File: src/rtl/fcp_pkg.sv
package fcp_pkg;
   // Register numbers of the multifunction register space
   localparam logic [5:0] REG_CFG = 6'h24;
   localparam logic [5:0] REG_ON1 = 6'h25;
   localparam logic [5:0] REG_SHIFT1 = 6'h29;
   localparam logic [5:0] REG_TRIGPOS = 6'h2d;
   localparam logic [5:0] REG_PULSEW = 6'h2e;
   localparam logic [5:0] REG_IRQCFG = 6'h33;
   localparam logic [5:0] REG_FLAGS = 6'h34;
   localparam int NUM_CH = 4;
   localparam int TRIG_A_LSB = 0;
   localparam int TRIG_B_LSB = 16;
   localparam int CFG_ALIGN_LSB = 32;
   localparam int CFG_POL_LSB = 40;
   localparam int CFG_DTLOW_LSB = 48;
   localparam int CFG_DTHIGH_LSB = 56;
   localparam int POL_LOW = 0;
   localparam int POL_HIGH = 1;
   localparam int POL_B = 3;
   localparam int POL_CENTER = 4;
   localparam int POL_A = 5;
   localparam int POL_ZERO = 6;
   localparam int EV_ZERO = 12;
   localparam int EV_CENTER = 13;
   localparam int EV_A = 14;
   localparam int EV_B = 15;
   localparam logic [63:0] CFG_RESET = 64'h0;
   localparam logic [11:0] WORD12_RESET = 12'h000;
   localparam logic [23:0] IRQ_RESET = 24'h000000;
   // Dead-time unit is a 100 MHz tick; 250 MHz core rounds 2.5 up to 3 core cycles
   localparam int CLK_MHZ = 250;
   localparam int DT_TICK_MHZ = 100;
   localparam int DT_DIV = (CLK_MHZ * 2 + DT_TICK_MHZ) / (DT_TICK_MHZ * 2);

   typedef enum logic [1:0] {
      FCP_ALIGN_EDGE = 2'h0,
      FCP_ALIGN_CENTER = 2'h1,
      FCP_ALIGN_INVEDGE = 2'h3,
      FCP_ALIGN_RSVD = 2'h2
   } fcp_align_t;

   typedef struct packed {
      logic wr;
      logic rd;
      logic [5:0] addr;
      logic [63:0] wdata;
   } fcp_req_t;

   typedef struct packed {
      logic zero;
      logic center;
      logic a;
      logic b;
   } fcp_pulse_t;
endpackage

File: src/rtl/fcp_dead_time.sv
`timescale 1ns/100ps
// Break-before-make for one output: rising edge delayed, falling immediate
module fcp_dead_time (
   input wire logic clk,
   input wire logic reset,
   input wire logic raw,
   input wire logic [7:0] delayTicks,
   output logic gated
);
   logic [7:0] tickCnt_reg;
   logic [2:0] divCnt_reg;
   logic tick;

   assign tick = (divCnt_reg == 3'(fcp_pkg::DT_DIV - 1));

   always_ff @(posedge clk) begin
      if (reset) begin
         divCnt_reg <= 3'h0;
      end else if (!raw || tick) begin
         divCnt_reg <= 3'h0;
      end else begin
         divCnt_reg <= divCnt_reg + 3'h1;
      end
   end

   always_ff @(posedge clk) begin
      if (reset || !raw) begin
         tickCnt_reg <= 8'h00;
         gated <= 1'b0;
      end else if (tickCnt_reg >= delayTicks) begin
         gated <= 1'b1;
      end else if (tick) begin
         tickCnt_reg <= tickCnt_reg + 8'h01;
      end
   end
endmodule

File: src/rtl/fcp_pwm_top.sv
`timescale 1ns/100ps
// Function
// - Each channel stores a 12-bit on-time setting its active duration per period
// - Each channel has a 12-bit shift moving both its output edges
// - Pulse A fires when the common counter equals the A position
// - Pulse B fires when the common counter equals the B position
// - One 8-bit length sets width of A, B, zero and center pulses
// - Interrupt enable register has bits 12 to 15 for PWM events
// - Enabled latched events are ORed onto one interrupt output
// - A two-bit alignment mode applies to all channels together
// - Separate 8-bit dead times in 100 MHz ticks for low and high sides
// - Polarity bits invert low, high, A, B, center and zero outputs
// - Reading the event flag register clears all latched flags
module fcp_pwm_top (
   input wire logic clk,
   input wire logic reset,
   input wire fcp_pkg::fcp_req_t busReq,
   output logic [63:0] rdata,
   output logic [3:0] highSide,
   output logic [3:0] lowSide,
   output fcp_pkg::fcp_pulse_t pulseOut,
   output logic common_event_interrupt_out
);
   logic [63:0] cfg_reg;
   logic [11:0] onTime_reg [fcp_pkg::NUM_CH];
   logic [11:0] shift_reg [fcp_pkg::NUM_CH];
   logic [31:0] trigPos_reg;
   logic [7:0] pulseWidth_reg;
   logic [23:0] irqEnable_reg;
   logic [23:0] flags_reg;
   logic [11:0] cnt_reg;
   logic countDown_reg;
   logic [7:0] zeroCnt_reg, centerCnt_reg, aCnt_reg, bCnt_reg;
   logic [3:0] rawOn_reg;

   wire [11:0] maxCount = cfg_reg[11:0];
   wire [1:0] alignBits = cfg_reg[fcp_pkg::CFG_ALIGN_LSB +: 2];
   wire [6:0] pol = cfg_reg[fcp_pkg::CFG_POL_LSB +: 7];
   wire [7:0] dtLow = cfg_reg[fcp_pkg::CFG_DTLOW_LSB +: 8];
   wire [7:0] dtHigh = cfg_reg[fcp_pkg::CFG_DTHIGH_LSB +: 8];
   wire [11:0] posA = trigPos_reg[fcp_pkg::TRIG_A_LSB +: 12];
   wire [11:0] posB = trigPos_reg[fcp_pkg::TRIG_B_LSB +: 12];
   wire [11:0] halfCount = {1'b0, maxCount[11:1]};
   wire centerMode = (alignBits == fcp_pkg::FCP_ALIGN_CENTER);
   wire invEdge = (alignBits == fcp_pkg::FCP_ALIGN_INVEDGE);
   wire atTop = (cnt_reg == maxCount);
   wire atZero = (cnt_reg == 12'h000);
   // Center mode dwells two cycles at each end; fire only on the turn
   wire periodStart = centerMode ? (atZero && countDown_reg) : atZero;
   wire zeroEvent = periodStart;
   wire centerEvent = centerMode ? (atTop && !countDown_reg)
      : (cnt_reg == halfCount);
   wire cfgWrite = busReq.wr && (busReq.addr == fcp_pkg::REG_CFG);
   wire aEvent = (cnt_reg == posA);
   wire bEvent = (cnt_reg == posB);
   wire flagRead = busReq.rd && (busReq.addr == fcp_pkg::REG_FLAGS);
   wire [23:0] pwmEvents = {8'h00, bEvent, aEvent, centerEvent, zeroEvent,
      12'h000};

   function automatic logic hitReg(input logic [5:0] a, input logic [5:0] r);
      hitReg = busReq.wr && (a == r);
   endfunction

   function automatic logic [7:0] pulseNext(input logic [7:0] c,
         input logic ev, input logic [7:0] w);
      pulseNext = ev ? w : ((c != 8'h00) ? c - 8'h01 : 8'h00);
   endfunction

   // Register writes
   always_ff @(posedge clk) begin
      if (reset) begin
         cfg_reg <= fcp_pkg::CFG_RESET;
         trigPos_reg <= 32'h0;
         pulseWidth_reg <= 8'h00;
         irqEnable_reg <= fcp_pkg::IRQ_RESET;
      end else begin
         if (hitReg(busReq.addr, fcp_pkg::REG_CFG)) begin
            cfg_reg <= busReq.wdata;
         end
         if (hitReg(busReq.addr, fcp_pkg::REG_TRIGPOS)) begin
            trigPos_reg <= {4'h0, busReq.wdata[27:16], 4'h0,
               busReq.wdata[11:0]};
         end
         if (hitReg(busReq.addr, fcp_pkg::REG_PULSEW)) begin
            pulseWidth_reg <= busReq.wdata[7:0];
         end
         if (hitReg(busReq.addr, fcp_pkg::REG_IRQCFG)) begin
            irqEnable_reg <= busReq.wdata[23:0];
         end
      end
   end

   // Common counter; edge modes wrap, center mode counts up and down
   always_ff @(posedge clk) begin
      if (reset) begin
         cnt_reg <= 12'h000;
         countDown_reg <= 1'b0;
      end else if (centerMode) begin
         if (atTop && !countDown_reg) begin
            countDown_reg <= 1'b1;
         end else if (atZero && countDown_reg) begin
            countDown_reg <= 1'b0;
         end else if (countDown_reg) begin
            cnt_reg <= cnt_reg - 12'h001;
         end else begin
            cnt_reg <= cnt_reg + 12'h001;
         end
      end else begin
         countDown_reg <= 1'b0;
         cnt_reg <= atTop ? 12'h000 : cnt_reg + 12'h001;
      end
   end

   genvar ch;
   generate
      for (ch = 0; ch < fcp_pkg::NUM_CH; ch++) begin : gChan
         wire [11:0] chCnt = cnt_reg - shift_reg[ch];
         // Inverted edge puts the on time at the end of the period
         wire [12:0] onEnd = {1'b0, chCnt} + {1'b0, onTime_reg[ch]};
         wire rawOn = invEdge ? (onEnd > {1'b0, maxCount})
            : (chCnt < onTime_reg[ch]);
         logic hsGated, lsGated;

         always_ff @(posedge clk) begin
            if (reset) begin
               onTime_reg[ch] <= fcp_pkg::WORD12_RESET;
               shift_reg[ch] <= fcp_pkg::WORD12_RESET;
               rawOn_reg[ch] <= 1'b0;
            end else begin
               if (hitReg(busReq.addr, 6'(fcp_pkg::REG_ON1 + ch))) begin
                  onTime_reg[ch] <= busReq.wdata[11:0];
               end
               if (hitReg(busReq.addr, 6'(fcp_pkg::REG_SHIFT1 + ch))) begin
                  shift_reg[ch] <= busReq.wdata[11:0];
               end
               rawOn_reg[ch] <= rawOn;
            end
         end

         fcp_dead_time uHigh (
            .clk(clk),
            .reset(reset),
            .raw(rawOn_reg[ch]),
            .delayTicks(dtHigh),
            .gated(hsGated)
         );
         fcp_dead_time uLow (
            .clk(clk),
            .reset(reset),
            .raw(!rawOn_reg[ch]),
            .delayTicks(dtLow),
            .gated(lsGated)
         );

         always_ff @(posedge clk) begin
            if (reset) begin
               highSide[ch] <= 1'b0;
               lowSide[ch] <= 1'b0;
            end else begin
               highSide[ch] <= hsGated ^ pol[fcp_pkg::POL_HIGH];
               lowSide[ch] <= lsGated ^ pol[fcp_pkg::POL_LOW];
            end
         end
      end
   endgenerate

   // Trigger pulse stretchers
   always_ff @(posedge clk) begin
      if (reset) begin
         zeroCnt_reg <= 8'h00;
         centerCnt_reg <= 8'h00;
         aCnt_reg <= 8'h00;
         bCnt_reg <= 8'h00;
      end else begin
         zeroCnt_reg <= pulseNext(zeroCnt_reg, zeroEvent,
            pulseWidth_reg);
         centerCnt_reg <= pulseNext(centerCnt_reg, centerEvent,
            pulseWidth_reg);
         aCnt_reg <= pulseNext(aCnt_reg, aEvent, pulseWidth_reg);
         bCnt_reg <= pulseNext(bCnt_reg, bEvent, pulseWidth_reg);
      end
   end

   always_ff @(posedge clk) begin
      if (reset) begin
         pulseOut <= '0;
      end else begin
         pulseOut.zero <= (zeroCnt_reg != 8'h00)
            ^ pol[fcp_pkg::POL_ZERO];
         pulseOut.center <= (centerCnt_reg != 8'h00)
            ^ pol[fcp_pkg::POL_CENTER];
         pulseOut.a <= (aCnt_reg != 8'h00) ^ pol[fcp_pkg::POL_A];
         pulseOut.b <= (bCnt_reg != 8'h00) ^ pol[fcp_pkg::POL_B];
      end
   end

   // Event flags: a new event in the read cycle survives the clear
   always_ff @(posedge clk) begin
      if (reset) begin
         flags_reg <= 24'h000000;
      end else begin
         flags_reg <= (flagRead ? 24'h000000 : flags_reg)
            | pwmEvents;
      end
   end

   always_ff @(posedge clk) begin
      if (reset) begin
         common_event_interrupt_out <= 1'b0;
      end else begin
         common_event_interrupt_out <= |(flags_reg & irqEnable_reg);
      end
   end

   always_ff @(posedge clk) begin
      if (reset) begin
         rdata <= 64'h0;
      end else begin
         rdata <= flagRead ? {40'h0, flags_reg} : 64'h0;
      end
   end

   chk_zero_single: assert property (
      @(posedge clk) disable iff (reset)
      zeroEvent && maxCount != 12'h000 && !cfgWrite |=> !zeroEvent)
      else $error("zero event longer than one cycle");
   chk_center_single: assert property (
      @(posedge clk) disable iff (reset)
      centerEvent && maxCount != 12'h000 && !cfgWrite |=> !centerEvent)
      else $error("center event longer than one cycle");
   chk_trig_a_start: assert property (
      @(posedge clk) disable iff (reset)
      aEvent && pulseWidth_reg != 8'h00 |=> aCnt_reg == $past(pulseWidth_reg))
      else $error("pulse A not started");
   chk_trig_b_start: assert property (
      @(posedge clk) disable iff (reset)
      bEvent && pulseWidth_reg != 8'h00 |=> bCnt_reg == $past(pulseWidth_reg))
      else $error("pulse B not started");
   chk_pulse_out_a: assert property (
      @(posedge clk) disable iff (reset)
      aCnt_reg != 8'h00 |=> pulseOut.a != $past(pol[fcp_pkg::POL_A]))
      else $error("A output not active");
   chk_pulse_out_zero: assert property (
      @(posedge clk) disable iff (reset)
      zeroCnt_reg != 8'h00 |=> pulseOut.zero != $past(pol[fcp_pkg::POL_ZERO]))
      else $error("zero output not active");
   chk_pulse_decay: assert property (
      @(posedge clk) disable iff (reset)
      aCnt_reg != 8'h00 && !aEvent |=> aCnt_reg == $past(aCnt_reg) - 8'h01)
      else $error("pulse A length counter skipped");
   chk_irq_or: assert property (
      @(posedge clk) disable iff (reset)
      |(flags_reg & irqEnable_reg) |=> common_event_interrupt_out)
      else $error("interrupt not raised");
   chk_irq_mask: assert property (
      @(posedge clk) disable iff (reset)
      (flags_reg & irqEnable_reg) == 24'h0 |=> !common_event_interrupt_out)
      else $error("masked interrupt raised");
   chk_flag_clear: assert property (
      @(posedge clk) disable iff (reset)
      flagRead && !(|pwmEvents) |=> flags_reg == 24'h0)
      else $error("flags not cleared by read");
   chk_flag_set: assert property (
      @(posedge clk) disable iff (reset)
      zeroEvent |=> flags_reg[fcp_pkg::EV_ZERO])
      else $error("zero flag lost");
   chk_rdata_flags: assert property (
      @(posedge clk) disable iff (reset)
      flagRead |=> rdata == {40'h0, $past(flags_reg)})
      else $error("flag read data wrong");
   chk_rdata_idle: assert property (
      @(posedge clk) disable iff (reset)
      !flagRead |=> rdata == 64'h0)
      else $error("read data without flag read");
   chk_cnt_wrap: assert property (
      @(posedge clk) disable iff (reset)
      !centerMode && atTop && $stable(cfg_reg) |=> cnt_reg == 12'h000)
      else $error("counter did not wrap");
   chk_cnt_bound: assert property (
      @(posedge clk) disable iff (reset)
      !cfgWrite && cnt_reg <= maxCount |=> cnt_reg <= maxCount)
      else $error("counter ran past max");
   chk_shift_on: assert property (
      @(posedge clk) disable iff (reset)
      !invEdge && (12'(cnt_reg - shift_reg[0]) < onTime_reg[0])
      |=> rawOn_reg[0])
      else $error("channel 0 not on");
   chk_off_zero: assert property (
      @(posedge clk) disable iff (reset)
      !invEdge && onTime_reg[0] == 12'h000 |=> !rawOn_reg[0])
      else $error("channel 0 on with zero on time");
   chk_no_overlap: assert property (
      @(posedge clk) disable iff (reset)
      $past(pol[1:0]) == 2'b00 |-> (highSide & lowSide) == 4'h0)
      else $error("high and low side on together");

   cov_a_pulse: cover property (@(posedge clk) aEvent ##1 aCnt_reg != 8'h00);
   cov_inv_edge: cover property (@(posedge clk) invEdge && rawOn_reg[0]);
   cov_irq: cover property (@(posedge clk) common_event_interrupt_out);
   cov_read_clear: cover property (@(posedge clk) flagRead && flags_reg != 0);
   cov_center_mode: cover property (@(posedge clk) centerMode && atTop);
endmodule

File: config.mk
export PLATFORM = sky130hd
export DESIGN_NAME = fcp_pwm_top
export DESIGN_NICKNAME = d
export VERILOG_FILES = /design/src/rtl/fcp_pkg.sv /design/src/rtl/fcp_dead_time.sv /design/src/rtl/fcp_pwm_top.sv
export SDC_FILE = /design/constraint.sdc
export NUM_CORES = 1
export LEC_CHECK = 0
export ABC_AREA = 1
export BUFFER_PORTS_ARGS = -buffer_cell sky130_fd_sc_hd__buf_4
export CAP_MARGIN = 20
export CELL_PAD_IN_SITES_DETAIL_PLACEMENT = 0
export CELL_PAD_IN_SITES_GLOBAL_PLACEMENT = 1
export CORE_MARGIN = 2
export CORE_UTILIZATION = 30
export DETAILED_ROUTE_END_ITERATION = 10
export GPL_TIMING_DRIVEN = 1
export PLACE_DENSITY = 0.67
export SLEW_MARGIN = 20
export SYNTH_ARGS = -nofsm -noshare
export SYNTH_HDL_FRONTEND = slang
export SYNTH_HIERARCHICAL = 1
export SYNTH_SLANG_ARGS = --single-unit
File: constraint.sdc
create_clock -name clk -period 3.55 [get_ports clk]
set_input_delay 0.1775 -clock clk [delete_from_list [all_inputs] [get_ports clk]]
set_output_delay 0.1775 -clock clk [all_outputs]
set_load 0.01 [all_outputs]
**Word level (Yosys, flattened, before mapping)**

Memories as Yosys holds them, arrays and structs flattened.
Index checks and enable logic that the tools add are counted.

- Add/sub/neg operators: 30
- Order comparisons: 16
- Equal/unequal tests: 29
- Mux-type cells: 56
- Bitwise logic cells: 32
- Reduce and logical (&&, ||, !) cells: 62

Operators by type and width:

| operator | count |
|---|---|
| two-way mux 12 bit | 13 |
| == test 6 bit, second input constant | 13 |
| adder 8 x 1 -> 8 bit, second input constant | 8 |
| greater-or-equal comparator 8 bit | 8 |
| two-way mux 8 bit | 8 |
| adder 12 x 12 -> 13 bit | 4 |
| > comparator 13 x 12 -> 1 bit | 4 |
| less-than comparator 12 bit | 4 |
| subtractor 12 bit | 4 |
| == test 12 bit | 3 |
| two-way mux 1 bit | 34 |
| nonzero test 8 bit | 4 |
| subtractor 8 x 1 -> 8 bit, second input constant | 4 |
| adder 3 x 1 -> 3 bit, second input constant | 8 |
| AND 24 bit | 1 |
| == test 3 x 2 -> 1 bit, second input constant | 8 |
| two-way mux 24 bit | 1 |
| bitwise OR 24 x 16 -> 24 bit | 1 |
| OR reduction 24 bit | 1 |
| OR reduction 2 bit | 10 |
| AND reduction 2 bit | 9 |
| logical OR 1 bit | 16 |
| logical AND 1 bit | 15 |
| adder 12 x 1 -> 12 bit, second input constant | 1 |
| other kinds (11) | 43 |

- Register bits after elaboration: 366
- RAM bits: 96
- Output and inout port bits: 77
- Memories kept: 2

Memory list:

| memory | depth | bits a word | rd ports | clocked after memory_dff | wr ports | line | text |
|---|---|---|---|---|---|---|---|
| onTime_reg | 4 | 12 | 4 | 0 | 4 | fcp_pwm_top.sv:25 | `logic [11:0] onTime_reg [fcp_pkg::NUM_CH];` |
| shift_reg | 4 | 12 | 4 | 0 | 4 | fcp_pwm_top.sv:26 | `logic [11:0] shift_reg [fcp_pkg::NUM_CH];` |

**Logic depth before layout (Yosys ltp)**

- Word-level depth: 6
- Depth in mapped cells: 28
- Mapped depth without buffers: 27

**Cells and area by module**

The synthesis kept the hierarchy.

By module, submodules not included:

| module | times used | cells an instance | area an instance (sq um) |
|---|---|---|---|
| fcp_pwm_top | 1 | 2352 | 17720.7 |
| fcp_dead_time | 8 | 133 | 857.1 |

**Least setup slack after synthesis**

No wires, ideal clock.

- Path kind: register -> register
- From: register cnt_reg[0]
- To: register rawOn_reg[1]
- Library setup time: 0.118 ns
- Data arrival time: 3.549 ns
- Path slack: -0.117 ns
- Cell stages (with the launch flop): 26
- Buffers on the path: 1
- Period minus slack after synthesis: 3.667 ns
- Path through: dfxtp_1 buf_6 inv_4 ha_1 inv_1 fa_1 nand3_1 nand2_1 nand2_1 a21oi_1 nor2_1 xor2_1 inv_1 ha_1 or2_2 nor3_1 nand3_1 nand3_1 xor2_1 ha_1 nand2_1 inv_1 a221oi_1 nand2_1 nand2_1 a21oi_1

- Cells in the longest elaborated chain, start to end: 4
- Elaborated cells between the ends (all ways): 5
- Those cells by class: add/sub (2); order compare (2); mux (1)

Ends and longest elaborated chain:

| item | line | text |
|---|---|---|
| start: declaration | fcp_pwm_top.sv:31 | `logic [11:0] cnt_reg;` |
| start signal: assignment | fcp_pwm_top.sv:104 | `cnt_reg <= cnt_reg - 12'h001;` |
| start signal: assignment | fcp_pwm_top.sv:106 | `cnt_reg <= cnt_reg + 12'h001;` |
| start signal: assignment | fcp_pwm_top.sv:110 | `cnt_reg <= atTop ? 12'h000 : cnt_reg + 12'h001;` |
| subtractor 12 bit (*) | fcp_pwm_top.sv:117 | `wire [11:0] chCnt = cnt_reg - shift_reg[ch];` |
| adder 12 x 12 -> 13 bit | fcp_pwm_top.sv:119 | `wire [12:0] onEnd = {1'b0, chCnt} + {1'b0, onTime_reg[ch]};` |
| > comparator 13 x 12 -> 1 bit | fcp_pwm_top.sv:120 | `wire rawOn = invEdge ? (onEnd > {1'b0, maxCount})` |
| two-way mux 1 bit (*) | fcp_pwm_top.sv:120 |  |
| end signal: indexed assignment | fcp_pwm_top.sv:136 | `rawOn_reg[ch] <= rawOn;` |
| end: declaration | fcp_pwm_top.sv:34 | `logic [3:0] rawOn_reg;` |

Mark *: on every way between the ends. The rest lies on a longest branch, timed or not.
A chain may end at the register's enable or synchronous reset.

**Worst setup path after layout**

- From: register cnt_reg[2]
- To: register rawOn_reg[1]

Same word-level chain as after synthesis.

==> impl_metrics.ini <==
[run_status]
violations = setup timing
status = finished, violations left

[die]
die-area_um2 = 84200
die_height_um = 290
initial_core_util_pct = 30.4
pin_count = 151
core.rowCount = 104
die_x_um = 290
coreArea_um2 = 80800

[synthesis]
synth-seq-area-share_pct = 31.1
synth-edff-count = 96
async_flop_share_pct = 0
ys_top_cells_by_area = dfxtp_1 (19%), ha_1 (15%), edfxtp_1 (12%)
synth_top_area_share_pct = 19.4
syn-instance-count = 3416
yosys_warnings = 6
avgSynthCellArea_um2 = 7.19
ys_seq_elements = 334
syn_area_um2 = 24600
synth_top_area_cell = dfxtp_1
ys_types = 56
ys.flop_type = dfxtp_1

[sta]
worst_pin_slew_ns = 0.954
rsz0062_at_grt = yes
fmax_mhz = 268
fin_skew_ns = 0.0187
post-route-min-period_ns = 3.73
fin_ws_ns = -0.183
slew_violations = 0
hold_viol_final = 0
finalSetupViolations = 4
slew_headroom_pct = 36.3
post-route-period-util_pct = 105

[cells_and_area]
areaGrowthSynthToFinish_pct = 23.6
final_cell_mix = nand2_1 (611), inv_1 (521), nor2_1 (471)
fin_area_um2 = 30400
mostFrequentLayoutCell = nand2_1
fin_nets = 4154
multi_input_area_um2 = 14800
seqCellArea_um2 = 7660
fill_cells = 8531
drive_gt1_share_pct = 16.9
finalNonFillerCells = 4869
diodes = 0

[critical_path]
crit_arrival_ns = 4.17
critPathLaunchType = flop
path_class = flop to flop
startpoint = cnt_reg[2]$_SDFFE_PP0P_
cp_common_cell = nand2_1
path_cells = buf_4 > ha_1 > a21oi_1 > nand2_1 > a21oi_2 > o21ai_2 > nand3_1 > nand3_1 > nand2_1 > inv_1 > ha_1 > nor2_1 > a221oi_2 > nand3_2 > xor2_1 > ha_1 > nand2_2 > inv_2 > a221oi_2 > nand2_1 > nand2_1 > a21oi_1
end_kind = flop
cpPeakStageDelay_ns = 0.38
crit_slowest_cell = dfxtp_4
cp.required_ns = 3.99
critical_path_buf_inv_count = 3
rr_startpoint = cnt_reg[2]$_SDFFE_PP0P_
critPathMaxFanout = 4
cpLargestDelayFamily = adder cells

[cts]
cts_buffers = 40
root_buffer = clkbuf_16
cts_tree = built
clock_sinks = 334
htreeDepth = 2
clockBufferDepth = 3
clk_pin_slew_worst_paths_ns = 0.07
clk_latency_ns = 0.56

[route]
drt-vias-per-instance = 4.50
first_pass_iters = 5
antenna_left = 0
drc_errors = 0
avgRoutedWirePerCell_um = 14.8
vias = 21900
drt_iter0_markers = 1138
routed_wl_um = 71900

[global_routing]
grt_pass1_vias = 21400
grtUsageTotal_pct = 16.9
antenna_found_initial = 0
grt_pass1_wl_um = 114000
overflow = 0
grt_max_degree = 55

[pwr]
vdd_drop_max_mv = 0.287
leakage_nw = 14.6
powerDensity_nw_per_um2 = 380

[worst_hold_path]
hold_start = reset
min_path_type = input pin to flop

[place]
placed_area_um2 = 27700
port_buffers = 78
dp_slack_ns = -0.281
gp_congestion = 0.831
dpl.hpwl_um = 52500
dp_cells = 4724

[flow_run]
max_cap_violations = 0
## per-stage QoR
step           hold slack, ns  util (%)  TNS (ns)  power, mW
6_report                0.103      37.6    -0.531       11.6
5_1_grt                 0.134      37.6     -1.59       12.3
4_1_cts                0.0757      37.1    -0.190       11.6
3_5_place_dp            0.406      34.3    -0.988       7.11
3_3_place_gp            0.399      34.3    -0.932       7.10
2_1_floorplan           0.312         -   -0.0612       6.12
## cell families (layout without fill, tap and decap cells)
| family | after synthesis | after routing | synth area share, % |
|---|---|---|---|
| fa+ha+maj | 303 | 303 | 15.7 |
| other cells | 1 | 60 | 0.0153 |
| xor+xnor | 140 | 140 | 4.99 |
| simple gates | 1509 | 1509 | 26.5 |
| buf+inv | 699 | 1033 | 12.3 |
| compound gates | 430 | 430 | 9.46 |
| flops | 334 | 334 | 31.1 |
## worst min-delay path, delay by kind of cell
kind / cells / cell delay [ns]
AO/OA/AOI/OAI: 1 / 0.04
AND/OR/NAND/NOR: 1 / 0.13
buffers and inverters: 2 / 0.26
## synth_stat cells (all sizes together) (3+ instances only)
cell	n
nand2	622
inv	564
nor2	520
ha	295
dfxtp	238
a21oi	211
nand3	185
o21ai	159
buf	107
nand4	101
edfxtp	96
xor2	80
xnor2	60
nor3	55
clkbuf	23
a21o	18
o21bai	13
nor4	9
or2	9
fa	8
a221oi	7
a31oi	6
o21a	6
clkinv	5
a21boi	3
and3	3
## worst paths after layout
check	slack [ns]	depth (start not counted)	to
worst max-delay path	-0.18	22	rawOn_reg[1]$_SDFF_PP0_
worst min-delay path	0.10	4	rawOn_reg[0]$_SDFF_PP0_
worst max register to register	-0.18	22	rawOn_reg[1]$_SDFF_PP0_
worst min register to register	0.44	1	gChan[1].uLow/divCnt_reg[0]$_SDFF_PP0_
## metal layers
layer	GRT usage [%]	share of wire, %
met1	22.4	48
met2	29.1	46
met3	1.76	2.8
met4	4.95	2.9
met5	0	0
## final cells by class
cell class / instances / area share [%]
Inverter: 569 / 7.09
Multi-Input combinational cell: 2442 / 48.8
Tap cell: 1060 / 4.36
Timing Repair Buffer: 390 / 10.1
Sequential cell: 334 / 25.2
Clock inverter: 18 / 0.511
Clock buffer: 56 / 4.00
## what timing repair did
action	in CTS	in global routing
pin swaps	30	62
hold endpoints to repair	40	0
resized for setup	66	82
setup buffers	22	10
hold buffers	40	0
setup endpoints to repair	4	4
## power by group
group | switching, mW | internal [mW] | total [mW]
clock | 1.75 | 2.54 | 4.30
sequential | 0.107 | 4.08 | 4.19
combinational | 1.74 | 1.34 | 3.08
Note: power is estimated with default switching activity, not from simulation.
